===== src/lcd_sync_pkg.sv =====
/*
 * Shared constants, types and helper functions of the cascade frame timing block.
 * Assumes a 25 MHz core clock that runs free from reset onward.
 */
package lcd_sync_pkg;

    // ------------------------------------------------------------
    // Clocking
    // ------------------------------------------------------------
    localparam int CORE_CLK_HZ = 25_000_000;
    localparam int DCLK_SLOW_HZ = 1970;   // Rate select high, ~82 Hz frame
    localparam int DCLK_FAST_HZ = 2640;   // Rate select low, ~110 Hz frame
    localparam int DCLK_HALF_SLOW_CYC = CORE_CLK_HZ / (2 * DCLK_SLOW_HZ);
    localparam int DCLK_HALF_FAST_CYC = CORE_CLK_HZ / (2 * DCLK_FAST_HZ);
    localparam logic [15:0] DIV_CNT_RESET = 16'h0000;

    // ------------------------------------------------------------
    // Frame layout
    // ------------------------------------------------------------
    localparam logic [4:0] FRAME_TICKS = 5'h18;   // 24 display clocks per frame
    localparam logic [4:0] FRAME_LAST = 5'h17;
    localparam logic [4:0] POS_RESET = 5'h00;
    localparam logic [3:0] BP_RESET = 4'h1;
    localparam logic [3:0] INDEX_RESET = 4'h0;

    typedef enum logic [1:0] {MUX_STATIC, MUX_2, MUX_3, MUX_4} mux_mode_t;

    function automatic logic [4:0] phase_len(input mux_mode_t m);
        unique case (m)
            MUX_STATIC: phase_len = 5'h18;
            MUX_2: phase_len = 5'h0c;
            MUX_3: phase_len = 5'h08;
            MUX_4: phase_len = 5'h06;
        endcase
    endfunction

    // Onset of the last active backplane phase
    function automatic logic [4:0] last_start(input mux_mode_t m);
        last_start = FRAME_TICKS - phase_len(m);
    endfunction

    // Active backplane phase, as a one-hot backplane vector
    function automatic logic [3:0] phase_of(input logic [4:0] pos, input mux_mode_t m);
        logic [4:0] len;
        logic [3:0] hot;
        len = phase_len(m);
        hot = 4'h1;
        if (pos >= 5'(3 * len) && m == MUX_4) begin
            hot = 4'h8;
        end else if (pos >= 5'(2 * len) && (m == MUX_3 || m == MUX_4)) begin
            hot = 4'h4;
        end else if (pos >= len) begin
            hot = 4'h2;
        end
        phase_of = hot;
    endfunction

    function automatic logic [3:0] device_index(input logic sa, input logic [2:0] sub);
        device_index = {sa, sub};
    endfunction

endpackage


===== src/lcd_cascade_frame_sync.sv =====
/*
 * Frame timing and cascade synchronisation of a segment display driver.
 * Assumes all pins are synchronous to the core clock and that the sync and
 * clock wires are resolved outside from the drive levels and enables.
 */
// Behaviour
// - The frame lasts twenty-four ticks of the active display clock.
// - Up to sixteen devices are told apart by three subaddress pins plus the address bit.
// - The device index is the address bit on top of the three subaddress bits, 0 to 15.
// - Slaves run from the master's clock output and no other clock source is applied.
// - Synchronised devices produce aligned backplane phases so one set can serve all.
// - After reset every device starts its frame at the same point without sync activity.
// - The sync line is two-way and only ever pulled low, a pull-up returning it high.
// - Each device pulls sync at the onset of its last active backplane phase every frame, except the first frame after reset in static mode.
// - Outside its own pull interval a device watches the sync line as an input.
// - A foreign sync pull realigns the frame so the earliest puller sets the timing.
// - Realignment recovers from noise and from differing multiplex settings.
`timescale 1ns/1ps
module lcd_cascade_frame_sync
    import lcd_sync_pkg::*;
#(
    parameter int HALF_SLOW_CYCLES = DCLK_HALF_SLOW_CYC,
    parameter int HALF_FAST_CYCLES = DCLK_HALF_FAST_CYC
) (
    input wire logic core_clk_in,                  // 25 MHz core clock
    input wire logic rst_b_in,                     // Power-on reset, active low
    input wire logic clk_en_in,                    // Freezes all state when low
    input wire logic master_select_in,             // High: this device is master
    input wire logic frame_rate_select_in,         // High: slow rate
    input wire mux_mode_t mux_mode_in,             // Backplane multiplex mode
    input wire logic slave_address_low_bit_in,     // Address bit, index MSB
    input wire logic subaddress_pin_bit0_in,       // Subaddress bit 0
    input wire logic subaddress_pin_bit1_in,       // Subaddress bit 1
    input wire logic subaddress_pin_bit2_in,       // Subaddress bit 2
    input wire logic [3:0] bus_device_in,          // Index addressed on the bus
    input wire logic clk_pin_in,                   // Clock pin level
    output logic clk_pin_out,                      // Clock pin drive level
    output logic clk_pin_oe_b_out,                 // Low while driving clock pin
    input wire logic sync_line_in,                 // Sync line level
    output logic sync_line_out,                    // Sync drive level
    output logic sync_line_oe_b_out,               // Low while pulling sync
    output logic [3:0] backplane_outputs_out,      // One-hot active backplane
    output logic [3:0] device_index_out,           // Own device index
    output logic device_selected_out               // Bus index matches own
);

    // ------------------------------------------------------------
    // Display clock and sync line
    // ------------------------------------------------------------
    logic tick;
    logic sync_fall;
    logic drive_start;

    disp_clock_source #(
        .HALF_SLOW_CYCLES(HALF_SLOW_CYCLES),
        .HALF_FAST_CYCLES(HALF_FAST_CYCLES)
    ) u_clk (
        .core_clk_in(core_clk_in),
        .rst_b_in(rst_b_in),
        .clk_en_in(clk_en_in),
        .master_in(master_select_in),
        .rate_slow_in(frame_rate_select_in),
        .clk_pin_in(clk_pin_in),
        .clk_pin_out(clk_pin_out),
        .clk_pin_oe_b_out(clk_pin_oe_b_out),
        .tick_out(tick)
    );

    sync_line_port u_sync (
        .core_clk_in(core_clk_in),
        .rst_b_in(rst_b_in),
        .clk_en_in(clk_en_in),
        .start_in(drive_start),
        .tick_in(tick),
        .sync_line_in(sync_line_in),
        .sync_line_out(sync_line_out),
        .sync_line_oe_b_out(sync_line_oe_b_out),
        .sync_fall_out(sync_fall)
    );

    // ------------------------------------------------------------
    // Frame position
    // ------------------------------------------------------------
    logic [4:0] pos_q, pos_d;
    logic [4:0] pos_inc;
    logic [4:0] onset;
    logic realign;

    always_comb begin
        onset = last_start(mux_mode_in);
        pos_inc = (pos_q >= FRAME_LAST) ? POS_RESET : pos_q + 5'h01;
        // A foreign pull while already at the onset means we are in step
        realign = sync_fall && (pos_q != onset);
        pos_d = pos_q;
        if (realign) begin
            pos_d = onset;
        end else if (tick) begin
            pos_d = pos_inc;
        end
        drive_start = realign || (tick && pos_inc == onset);
    end

    // Every device leaves reset at the same frame position
    always_ff @(posedge core_clk_in or negedge rst_b_in) begin
        if (!rst_b_in) begin
            pos_q <= POS_RESET;
        end else if (clk_en_in) begin
            pos_q <= pos_d;
        end
    end

    // ------------------------------------------------------------
    // Backplane phase and device index
    // ------------------------------------------------------------
    logic [3:0] bp_q, bp_d;
    logic [3:0] idx_q, idx_d;
    logic sel_q, sel_d;

    always_comb begin
        bp_d = phase_of(pos_d, mux_mode_in);
        idx_d = device_index(slave_address_low_bit_in,
            {subaddress_pin_bit2_in, subaddress_pin_bit1_in, subaddress_pin_bit0_in});
        sel_d = (idx_d == bus_device_in);
    end

    always_ff @(posedge core_clk_in or negedge rst_b_in) begin
        if (!rst_b_in) begin
            bp_q <= BP_RESET;
            idx_q <= INDEX_RESET;
            sel_q <= 1'b0;
        end else if (clk_en_in) begin
            bp_q <= bp_d;
            idx_q <= idx_d;
            sel_q <= sel_d;
        end
    end

    assign backplane_outputs_out = bp_q;
    assign device_index_out = idx_q;
    assign device_selected_out = sel_q;

    // ------------------------------------------------------------
    // Assertions
    // ------------------------------------------------------------
    property p_frame_wrap;
        @(posedge core_clk_in) disable iff (!rst_b_in)
        (clk_en_in && tick && !realign && pos_q == FRAME_LAST) |=> (pos_q == POS_RESET);
    endproperty
    a_frame_wrap: assert property (p_frame_wrap)
        else $error("frame did not wrap after 24 ticks");

    property p_frame_step;
        @(posedge core_clk_in) disable iff (!rst_b_in)
        (clk_en_in && tick && !realign && pos_q < FRAME_LAST) |=> (pos_q == $past(pos_q) + 5'h01);
    endproperty
    a_frame_step: assert property (p_frame_step)
        else $error("frame position did not advance on a tick");

    property p_frame_hold;
        @(posedge core_clk_in) disable iff (!rst_b_in)
        (!tick && !realign) |=> $stable(pos_q);
    endproperty
    a_frame_hold: assert property (p_frame_hold)
        else $error("frame position moved without a tick");

    property p_index;
        @(posedge core_clk_in) disable iff (!rst_b_in)
        clk_en_in |=> (device_index_out == {$past(slave_address_low_bit_in),
            $past(subaddress_pin_bit2_in), $past(subaddress_pin_bit1_in),
            $past(subaddress_pin_bit0_in)});
    endproperty
    a_index: assert property (p_index)
        else $error("device index not formed from address bit and pins");

    property p_select;
        @(posedge core_clk_in) disable iff (!rst_b_in)
        clk_en_in |=> (device_selected_out == (device_index_out == $past(bus_device_in)));
    endproperty
    a_select: assert property (p_select)
        else $error("device select does not match the bus index");

    property p_clk_slave;
        @(posedge core_clk_in) disable iff (!rst_b_in)
        !master_select_in |-> (clk_pin_oe_b_out && (tick == (clk_en_in && clk_pin_in
            && !$past(clk_pin_in))));
    endproperty
    a_clk_slave: assert property (p_clk_slave)
        else $error("slave drives the clock pin or ignores it");

    property p_clk_master;
        @(posedge core_clk_in) disable iff (!rst_b_in)
        master_select_in |-> !clk_pin_oe_b_out;
    endproperty
    a_clk_master: assert property (p_clk_master)
        else $error("master does not drive the clock pin");

    property p_bp_onehot;
        @(posedge core_clk_in) disable iff (!rst_b_in)
        $onehot(backplane_outputs_out) && (pos_q < FRAME_TICKS);
    endproperty
    a_bp_onehot: assert property (p_bp_onehot)
        else $error("backplane phase not one-hot or position out of frame");

    property p_bp_follows;
        @(posedge core_clk_in) disable iff (!rst_b_in)
        clk_en_in |=>
            (backplane_outputs_out == phase_of(pos_q, $past(mux_mode_in)));
    endproperty
    a_bp_follows: assert property (p_bp_follows)
        else $error("backplane phase disagrees with frame position");

    // Static drive has one backplane only, so no other phase may ever light
    property p_bp_static;
        @(posedge core_clk_in) disable iff (!rst_b_in)
        (clk_en_in && mux_mode_in == MUX_STATIC) |=> (backplane_outputs_out == 4'h1);
    endproperty
    a_bp_static: assert property (p_bp_static)
        else $error("static mode showed a backplane other than the first");

    property p_open_drain;
        @(posedge core_clk_in) disable iff (!rst_b_in)
        sync_line_out == 1'b0;
    endproperty
    a_open_drain: assert property (p_open_drain)
        else $error("sync line driven high");

    property p_sync_onset;
        @(posedge core_clk_in) disable iff (!rst_b_in)
        (clk_en_in && tick && !realign && pos_inc == onset) |=>
            (!sync_line_oe_b_out && pos_q == $past(onset));
    endproperty
    a_sync_onset: assert property (p_sync_onset)
        else $error("sync not pulled at onset of last backplane phase");

    // A pull at the onset must coincide with the last backplane showing
    property p_bp_last;
        @(posedge core_clk_in) disable iff (!rst_b_in)
        (!sync_line_oe_b_out && pos_q == onset && $stable(mux_mode_in)) |->
            (backplane_outputs_out == (4'h1 << mux_mode_in));
    endproperty
    a_bp_last: assert property (p_bp_last)
        else $error("own sync pull outside the last backplane phase");

    property p_pull_cause;
        @(posedge core_clk_in) disable iff (!rst_b_in)
        $fell(sync_line_oe_b_out) |-> $past(drive_start);
    endproperty
    a_pull_cause: assert property (p_pull_cause)
        else $error("sync pulled without a frame onset or realign");

    property p_sync_release;
        @(posedge core_clk_in) disable iff (!rst_b_in)
        (!sync_line_oe_b_out && clk_en_in && tick && !drive_start) |=> sync_line_oe_b_out;
    endproperty
    a_sync_release: assert property (p_sync_release)
        else $error("sync held beyond one display clock");

    property p_watch_only_idle;
        @(posedge core_clk_in) disable iff (!rst_b_in)
        realign |-> sync_line_oe_b_out;
    endproperty
    a_watch_only_idle: assert property (p_watch_only_idle)
        else $error("realigned on own sync pull");

    property p_realign;
        @(posedge core_clk_in) disable iff (!rst_b_in)
        realign |=> (pos_q == $past(onset) && !sync_line_oe_b_out);
    endproperty
    a_realign: assert property (p_realign)
        else $error("foreign sync did not realign the frame");

    property p_realign_any_mode;
        @(posedge core_clk_in) disable iff (!rst_b_in)
        (clk_en_in && sync_line_oe_b_out && $past(sync_line_in) && !sync_line_in
            && pos_q != onset) |=> (pos_q == $past(onset));
    endproperty
    a_realign_any_mode: assert property (p_realign_any_mode)
        else $error("lost alignment not recovered");

    property p_reset_start;
        @(posedge core_clk_in)
        !rst_b_in |=> (pos_q == POS_RESET || !rst_b_in || tick || realign);
    endproperty
    a_reset_start: assert property (p_reset_start)
        else $error("frame does not start from zero after reset");

    property p_rate;
        @(posedge core_clk_in) disable iff (!rst_b_in)
        (master_select_in && frame_rate_select_in && clk_en_in && tick) |->
            (u_clk.half == 16'(HALF_SLOW_CYCLES - 1));
    endproperty
    a_rate: assert property (p_rate)
        else $error("rate select high did not pick the slow clock");

    c_realign: cover property (@(posedge core_clk_in) disable iff (!rst_b_in) realign);
    c_own_sync: cover property (@(posedge core_clk_in) disable iff (!rst_b_in)
        tick && !realign && pos_inc == onset && mux_mode_in == MUX_4);
    c_wrap: cover property (@(posedge core_clk_in) disable iff (!rst_b_in)
        tick && pos_q == FRAME_LAST);
    c_slave_tick: cover property (@(posedge core_clk_in) disable iff (!rst_b_in)
        !master_select_in && tick);
    c_static_pull: cover property (@(posedge core_clk_in) disable iff (!rst_b_in)
        $fell(sync_line_oe_b_out) && mux_mode_in == MUX_STATIC);

endmodule // lcd_cascade_frame_sync


===== src/disp_clock_source.sv =====
/*
 * Display clock source: internal divider for a master, clock pin receiver for a slave.
 * Assumes the clock pin input is already synchronous to the core clock.
 */
`timescale 1ns/1ps
module disp_clock_source
    import lcd_sync_pkg::*;
#(
    parameter int HALF_SLOW_CYCLES = DCLK_HALF_SLOW_CYC,
    parameter int HALF_FAST_CYCLES = DCLK_HALF_FAST_CYC
) (
    input wire logic core_clk_in,        // Core clock
    input wire logic rst_b_in,           // Async reset, active low
    input wire logic clk_en_in,          // Freezes state when low
    input wire logic master_in,          // Master drives the clock pin
    input wire logic rate_slow_in,       // High selects slower clock
    input wire logic clk_pin_in,         // Clock pin level
    output logic clk_pin_out,            // Clock pin drive level
    output logic clk_pin_oe_b_out,       // Low while driving the pin
    output logic tick_out                // One pulse per display clock
);

    logic [15:0] div_q, div_d;
    logic lvl_q, lvl_d;
    logic pin_q, pin_d;
    logic [15:0] half;

    always_comb begin
        half = rate_slow_in ? 16'(HALF_SLOW_CYCLES - 1) : 16'(HALF_FAST_CYCLES - 1);
        div_d = div_q;
        lvl_d = lvl_q;
        pin_d = clk_pin_in;
        if (div_q >= half) begin
            div_d = DIV_CNT_RESET;
            lvl_d = !lvl_q;
        end else begin
            div_d = div_q + 16'h0001;
        end
    end

    always_ff @(posedge core_clk_in or negedge rst_b_in) begin
        if (!rst_b_in) begin
            div_q <= DIV_CNT_RESET;
            lvl_q <= 1'b0;
            pin_q <= 1'b0;
        end else if (clk_en_in) begin
            div_q <= div_d;
            lvl_q <= lvl_d;
            pin_q <= pin_d;
        end
    end

    // Slaves run on the received clock, never on their own divider
    assign clk_pin_out = lvl_q;
    assign clk_pin_oe_b_out = !master_in;
    assign tick_out = clk_en_in && (master_in ? (lvl_d && !lvl_q) : (clk_pin_in && !pin_q));

endmodule // disp_clock_source


===== src/sync_line_port.sv =====
/*
 * Open-drain cascade sync line: pulls low for one display clock, watches otherwise.
 * Assumes an external pull-up and a line level synchronous to the core clock.
 */
`timescale 1ns/1ps
module sync_line_port (
    input wire logic core_clk_in,        // Core clock
    input wire logic rst_b_in,           // Async reset, active low
    input wire logic clk_en_in,          // Freezes state when low
    input wire logic start_in,           // Begin pulling the line low
    input wire logic tick_in,            // Display clock pulse
    input wire logic sync_line_in,       // Line level
    output logic sync_line_out,          // Drive level, always low
    output logic sync_line_oe_b_out,     // Low while pulling low
    output logic sync_fall_out           // Fall caused by another device
);

    typedef enum logic {SYNC_IDLE, SYNC_DRIVE} sync_state_t;

    sync_state_t state_q, state_d;
    logic prev_q, prev_d;

    always_comb begin
        state_d = state_q;
        prev_d = sync_line_in;
        unique case (state_q)
            SYNC_IDLE: begin
                if (start_in) begin
                    state_d = SYNC_DRIVE;
                end
            end
            SYNC_DRIVE: begin
                if (tick_in && !start_in) begin
                    state_d = SYNC_IDLE;
                end
            end
        endcase
    end

    always_ff @(posedge core_clk_in or negedge rst_b_in) begin
        if (!rst_b_in) begin
            state_q <= SYNC_IDLE;
            prev_q <= 1'b1;
        end else if (clk_en_in) begin
            state_q <= state_d;
            prev_q <= prev_d;
        end
    end

    assign sync_line_out = 1'b0;
    assign sync_line_oe_b_out = (state_q != SYNC_DRIVE);
    // Only watched while this end is not pulling, so its own drive is never seen as foreign
    assign sync_fall_out = clk_en_in && prev_q && !sync_line_in && (state_q == SYNC_IDLE);

endmodule // sync_line_port


===== config.mk =====
export PLATFORM = sky130hd
export DESIGN_NAME = lcd_cascade_frame_sync
export DESIGN_NICKNAME = d
export VERILOG_FILES = /design/src/lcd_sync_pkg.sv /design/src/lcd_cascade_frame_sync.sv /design/src/disp_clock_source.sv /design/src/sync_line_port.sv
export SDC_FILE = /design/constraint.sdc
export NUM_CORES = 1
export LEC_CHECK = 0
export ABC_AREA = 1
export BUFFER_PORTS_ARGS = -buffer_cell sky130_fd_sc_hd__buf_2
export CAP_MARGIN = 10
export CORE_ASPECT_RATIO = 1.5
export CORE_MARGIN = 3
export CORE_UTILIZATION = 59
export CTS_CLUSTER_SIZE = 30
export DETAILED_ROUTE_END_ITERATION = 8
export GPL_ROUTABILITY_DRIVEN = 0
export PLACE_DENSITY = 0.77
export SYNTH_ARGS = -nofsm -noshare
export SYNTH_HDL_FRONTEND = slang
export SYNTH_HIERARCHICAL = 1
export SYNTH_SLANG_ARGS = --single-unit

===== constraint.sdc =====
create_clock -name core_clk_in -period 4.35 [get_ports core_clk_in]
set_input_delay 0.435 -clock core_clk_in [delete_from_list [all_inputs] [get_ports core_clk_in]]
set_output_delay 0.435 -clock core_clk_in [all_outputs]
set_load 0.01 [all_outputs]

---- Yosys cells after proc, flatten, opt, wreduce, memory -nomap -nowiden ----
Index checks and enable logic that the tools add are counted.
operators by class
  muxes and demuxes ....................... 14
  reduce and logical (&&, ||, !) cells .... 19
  shifts and indexed selects .............. 0
  add/sub/neg operators ................... 3
  div/mod/pow operators ................... 0
  bitwise operators ....................... 1
  order comparisons ....................... 5
  multipliers ............................. 1
  equal/unequal tests ..................... 6
operator list
  kind                   count
  $pmux 5 s4             1
  $add 16x1->16 const B  1
  $ge 16x16->1           1
  $mux 16                1
  $ge 5x5->1             3
  $mux 5                 3
  $mux 12                1
  $logic_and 1x1->1      11
  $add 5x1->5 const B    1
  $eq 5x5->1             1
  $ge 5x5->1 const B     1
  $logic_not 1->1        5
  $mul 2x5->5 const A    1
  $ne 5x5->1             1
  $sub 5x5->5 const A    1
  $eq 2x2->1 const B     2
  $eq 4x4->1             1
  $mux 1                 4
  $mux 4                 1
  $mux 3                 1
  $eq 2x1->1 const B     1
  $logic_not 2->1        1
  $logic_or 1x1->1       2
  $mux 2                 1
  other kinds (2)        2
storage, ports and cells
  word-level logic and storage cells ...... 58
  bits in read-only memories .............. 0
  RAM bits ................................ 0
  output and inout bits ................... 13
  bits in latches ......................... 0
  bits of input ports ..................... 17
  memories ................................ 0
  flip-flop bits (word level) ............. 34

---- Logic depth before layout (Yosys ltp) ----
  word-level depth ........................ 12
  gate-level depth with buffers ........... 28
  gate-level depth less buffers ........... 27

---- Hierarchy ----
Netlist, hierarchy kept.
modules (own cells, without submodules)
  module                  seq. area each (um^2)  instances  cells an instance  area an instance (um^2)
  disp_clock_source       450.4                  1          151                1219.9
  lcd_cascade_frame_sync  351.6                  1          174                1219.9
  sync_line_port          51.3                   1          16                 108.9

---- Least setup slack after synthesis ----
No wires, ideal clock.
  kind .................................... input -> register
  from .................................... input port frame_rate_select_in
  to ...................................... register bp_q[1], in the netlist backplane_outputs_out[1]
  stages on the path ...................... 27
  buffers on the path ..................... 1
  required time ........................... 4.284 ns
  library setup time ...................... 0.066 ns
  setup slack ............................. 1.066 ns
  arrival time ............................ 3.219 ns
  path through ............................ inv_1 > ha_1 > nand2_2 > nor2_1 > nand3_1 > nand3_1 > nand2_1 > nand2_2 > buf_6 > ha_1 > o21ai_0 > nor2_1 > inv_1 > nand2_1 > nand2_1 > nand2_2 > nand2_2 > ha_1 > o21ai_0 > nand2_1 > a21oi_1 > nand2_1 > nand2_2 > nand2_2 > a21oi_2 > nand3_1 > nand2_1
on the way
  word-level cells in the longest chain between the ends .. 12
  elaborated cells between the ends (all ways) .. 16
  classes of those cells .................. 4 x order compare; 8 x mux; 4 x reduce/logical
RTL lines
  element                                             RTL line                                text
  start: declaration                                  lcd_cascade_frame_sync.sv:29            input wire logic frame_rate_select_in,
  $mux 12 (*)                                         disp_clock_source.sv:29                 half = rate_slow_in ? 16'(HALF_SLOW_CYCLES - 1) : 16'(HALF_FAST_CYCLES - 1);
  $ge 16x16->1 (*)                                    disp_clock_source.sv:33                 if (div_q >= half) begin
  $mux 1 (*)                                          disp_clock_source.sv:33
  $logic_and 1x1->1 (*)                               disp_clock_source.sv:56                 assign tick_out = clk_en_in && (master_in ? (lvl_d && !lvl_q) : (clk_pin_in && !pin_q));
  $mux 1 (*)                                          disp_clock_source.sv:56
  $logic_and 1x1->1 (*)                               disp_clock_source.sv:56
  net tick                                            lcd_cascade_frame_sync.sv:50            logic tick;
  $mux 5 (*)                                          lcd_cascade_frame_sync.sv:97            end else if (tick) begin
  $mux 5 (*)                                          lcd_cascade_frame_sync.sv:95            if (realign) begin
  $ge 5x5->1, on equally long branches                lcd_sync_pkg.sv:52, lcd_sync_pkg.sv:50
  $mux 2 / $logic_and 1x1->1 (equally long branches)  lcd_sync_pkg.sv:52, lcd_sync_pkg.sv:50
  $mux 3                                              lcd_sync_pkg.sv:50                      end else if (pos >= 5'(2 * len) && (m == MUX_3 || m == MUX_4)) begin
  $mux 4 (*)                                          lcd_sync_pkg.sv:48                      if (pos >= 5'(3 * len) && m == MUX_4) begin
  end signal: assignment                              lcd_cascade_frame_sync.sv:132           bp_q <= bp_d;
  end: declaration                                    lcd_cascade_frame_sync.sv:115           logic [3:0] bp_q, bp_d;
The timed path passes the listed nets; every way through them passes the cells marked *.
A chain may end at the register's enable or synchronous reset.

---- Worst setup path in the final report ----
  from .................................... register u_clk.div_q[7]
  to ...................................... register bp_q[1], in the netlist backplane_outputs_out[1]
on the way
  word-level cells in the longest chain between the ends .. 11
  elaborated cells between the ends (all ways) .. 15
  classes of those cells .................. 4 x order compare; 7 x mux; 4 x reduce/logical
RTL lines
  element                                             RTL line                                text
  start: declaration                                  disp_clock_source.sv:23                 logic [15:0] div_q, div_d;
  start signal: assignment                            disp_clock_source.sv:47                 div_q <= div_d;
  $ge 16x16->1 (*)                                    disp_clock_source.sv:33
  $mux 1 (*)                                          disp_clock_source.sv:33
  $logic_and 1x1->1 (*)                               disp_clock_source.sv:56
  $mux 1 (*)                                          disp_clock_source.sv:56
  $logic_and 1x1->1 (*)                               disp_clock_source.sv:56
  net tick                                            lcd_cascade_frame_sync.sv:50
  $mux 5 (*)                                          lcd_cascade_frame_sync.sv:97
  $mux 5 (*)                                          lcd_cascade_frame_sync.sv:95
  net pos_d[2]                                        lcd_cascade_frame_sync.sv:84            logic [4:0] pos_q, pos_d;
  $ge 5x5->1, on equally long branches                lcd_sync_pkg.sv:52, lcd_sync_pkg.sv:50
  $mux 2 / $logic_and 1x1->1 (equally long branches)  lcd_sync_pkg.sv:52, lcd_sync_pkg.sv:50
  $mux 3                                              lcd_sync_pkg.sv:50
  $mux 4 (*)                                          lcd_sync_pkg.sv:48
Marked as above.

==> flow_summary.toml <==
[clocking]
cts_resized = 0
cts_buffers = 5
postCtsSetupBuffers = 0
cts-root-buf = "clkbuf_8"
clockBufferDepth = 2
cts_tree = "done"
hold_buffers = 0
path_clk_slew_ns = 0.07
clkLatencyLatePin_ns = 0.28
cts.sinks = 34
htreeDepth = 2

[sta]
rsz0062_at_grt = "false"
finalCritPeriodShare = 0.899
fin_tns_setup_ns = 0
hold_viol_final = 0
setup_slack_ns = 0.439
fin_worst_skew_ns = 0.00368
slew_viol_final = 0
fmax_ghz = 0.256
relSlewSlack = 0.492
worst_pin_slew_ns = 0.762
fin_crit_ns = 3.91
setup_violations = 0

[power]
clkPwrFrac = 0.210
pwr-share-comb = 0.403
switching_share = 0.416
power.density_nw_per_um2 = 424
p_int_uw = 689
power.leakage_uw = 0.00147
p_seq_frac = 0.386
netSwitchingPower_uw = 491
peakVddDrop_uv = 304

[place]
dp_slack_ns = 0.312
io_buffers = 28
hpwl_um = 4350

[global_routing]
grt_overflow = 0
antenna_found_initial = 0
grt_pass1_wl_um = 9760
grt_max_degree = 35
grt_pass1_vias = 2206
grt_use_total = 0.245

[worst_hold_path]
hold_path_class = "in -> async"

[floorplan]
rows = 28
start_util = 0.627
dieArea_um2 = 5160
coreArea_um2 = 4060
die_h_um = 86.5
io_pins = 30
die_w_um = 59.7

[worst_setup_path]
startpoint_type = "flip-flop"
reg2reg_setup_slack_ns = 0.44
crit_fanout = 15
required_ns = 4.58
cp.buffers_inverters = 2
path_class = "reg -> reg"
cp_common_cell = "nand2_1"
max_stage_delay_ns = 0.46
end_kind = "flip-flop"
crit_family = "simple AND/OR/NAND/NOR gates"
cp.arrival_ns = 4.14
crit_slowest_cell = "dfrtp_1"
path_cells = "ha_1 > nand2_2 > nor2_1 > nand3_1 > nand3_1 > nand2_1 > nand2_2 > ha_1 > o21ai_0 > nor2_1 > inv_1 > o211ai_1 > nand2_1 > inv_1 > ha_1 > o21ai_0 > nand2_1 > a21oi_1 > nand2_1 > nand2_2 > nand2_2 > a21oi_2 > nand3_1 > nand2_1"

[yosys]
synth_area_per_cell_um2 = 7.47
yosysUniqueCellTypes = 36
syn_nets = 377
synth_cells = 341
syn_area_um2 = 2550
synth-seq-cells = 34
ys_seq_area_frac = 0.335
yosysWarnings = 6

[run]
drv_cap = 0

[drt]
final_antenna_net_count = 0
vias = 2231
drc = 0
drtIter0Drc = 95
first_pass_iters = 4
post_drt_wl_per_cell_um = 13.6
vias_per_cell = 5.36
routed_wirelength_um = 5650

[finish]
area_growth_pct = 9.23
n_antenna_cell = 0
nFillCells = 366
most-common-layout-cells = "nand2_1 (104), inv_1 (43), dfrtp_1 (32)"
drive_gt1_frac = 0.210
final_common_cell = "nand2_1"
num-nets-final = 406

[outcome]
outcome = "finished, final reports clean"
[logic make-up (layout without fill, tap and decap cells)]
group | after synthesis | after routing | share of synthesized area
flops | 34 | 34 | 0.335
xor+xnor | 13 | 13 | 0.0447
compound gates | 46 | 46 | 0.114
other cells | 1 | 1 | 0.00147
simple gates | 176 | 176 | 0.320
buf+inv | 52 | 82 | 0.0913
fa+ha+maj | 19 | 19 | 0.0933
[cell usage after synthesis]
cell / count / area share
a211oi_1: 1 / 0.0029
a21oi_1: 10 / 0.020
a21oi_2: 11 / 0.038
buf_2: 1 / 0.0020
buf_4: 1 / 0.0029
buf_6: 3 / 0.013
clkbuf_1: 1 / 0.0015
clkbuf_8: 1 / 0.0054
conb_1: 1 / 0.0015
dfrtp_1: 32 / 0.31
dfstp_2: 2 / 0.021
ha_1: 19 / 0.093
inv_1: 43 / 0.063
inv_2: 2 / 0.0029
nand2_1: 104 / 0.15
nand2_2: 12 / 0.029
nand2_4: 2 / 0.0088
nand2_8: 1 / 0.0079
nand3_1: 25 / 0.049
nand3_2: 3 / 0.012
nand4_1: 3 / 0.0074
nor2_1: 16 / 0.024
nor2_2: 4 / 0.0098
nor2_4: 2 / 0.0088
nor3_1: 2 / 0.0039
nor3_2: 1 / 0.0039
nor4_1: 1 / 0.0025
o211ai_1: 2 / 0.0059
o21a_1: 1 / 0.0029
o21ai_0: 17 / 0.033
o21ai_1: 1 / 0.0020
o21ai_2: 1 / 0.0034
o21bai_1: 1 / 0.0029
o41ai_1: 1 / 0.0034
xnor2_1: 4 / 0.014
xor2_1: 9 / 0.031
[power groups by stage]
stage	clock [uW]	sequential [uW]	combinational, uW
floorplan	0	446	358
global placement	0	457	465
detailed placement	0	458	477
CTS	256	453	480
global route	270	466	550
finish	248	456	476
[flip-flops by register name, indices dropped and copies added (netlist names)]
name	count
u_sync/state_q	1
device_index_out	4
u_clk/clk_pin_out	1
u_sync/prev_q	1
u_clk/pin_q	1
u_clk/div_q	16
pos_q	5
backplane_outputs_out	4
device_selected_out	1
[layer usage]
metal | vias to the layer above | wire length, um | global-route usage
met5 | - | 0 | 0
met4 | 0 | 118 | 0.0867
met1 | 1041 | 2210 | 0.252
li1 | 1147 | - | -
met2 | 31 | 3210 | 0.477
met3 | 12 | 115 | 0.0313
[path summary, 6_finish.rpt]
path	from	to	cells past startpoint
hold reg to reg	backplane_outputs_out[0]$_DFFE_PN1P_	backplane_outputs_out[0]$_DFFE_PN1P_	2
max in group asynchronous	rst_b_in	u_clk/div_q[12]$_DFFE_PN0P_	1
setup reg to reg	u_clk/div_q[7]$_DFFE_PN0P_	backplane_outputs_out[1]$_DFFE_PN0P_	24
hold / removal	rst_b_in	u_clk/div_q[4]$_DFFE_PN0P_	1
min in group core_clk_in	sync_line_in	u_sync/prev_q$_DFFE_PN1P_	3
setup / recovery	u_clk/div_q[7]$_DFFE_PN0P_	backplane_outputs_out[1]$_DFFE_PN0P_	24
[metrics by stage]
| stage | utilization | total power, uW | cell area, um2 | std cells | hold WS [ns] |
|---|---|---|---|---|---|
| floorplan | - | 804 | 2550 | 341 | 0.139 |
| global placement | 0.662 | 923 | 2690 | 408 | 0.449 |
| detailed placement | 0.662 | 935 | 2690 | 408 | 0.454 |
| CTS | 0.685 | 1190 | 2780 | 416 | 0.246 |
| global route | 0.685 | 1290 | 2780 | 416 | 0.276 |
| finish | 0.685 | 1180 | 2780 | 416 | 0.216 |
[final cells by class]
cell class	count	area (um2)	share of cell area
Clock buffer	6	82.6	0.0297
Tap cell	45	56.3	0.0202
Multi-Input combinational cell	255	1460	0.525
Timing Repair Buffer	29	148	0.0530
Inverter	45	169	0.0607
Clock inverter	2	12.5	0.00449
Sequential cell	34	853	0.307
No activity file was read; power rests on OpenSTA's default activity.
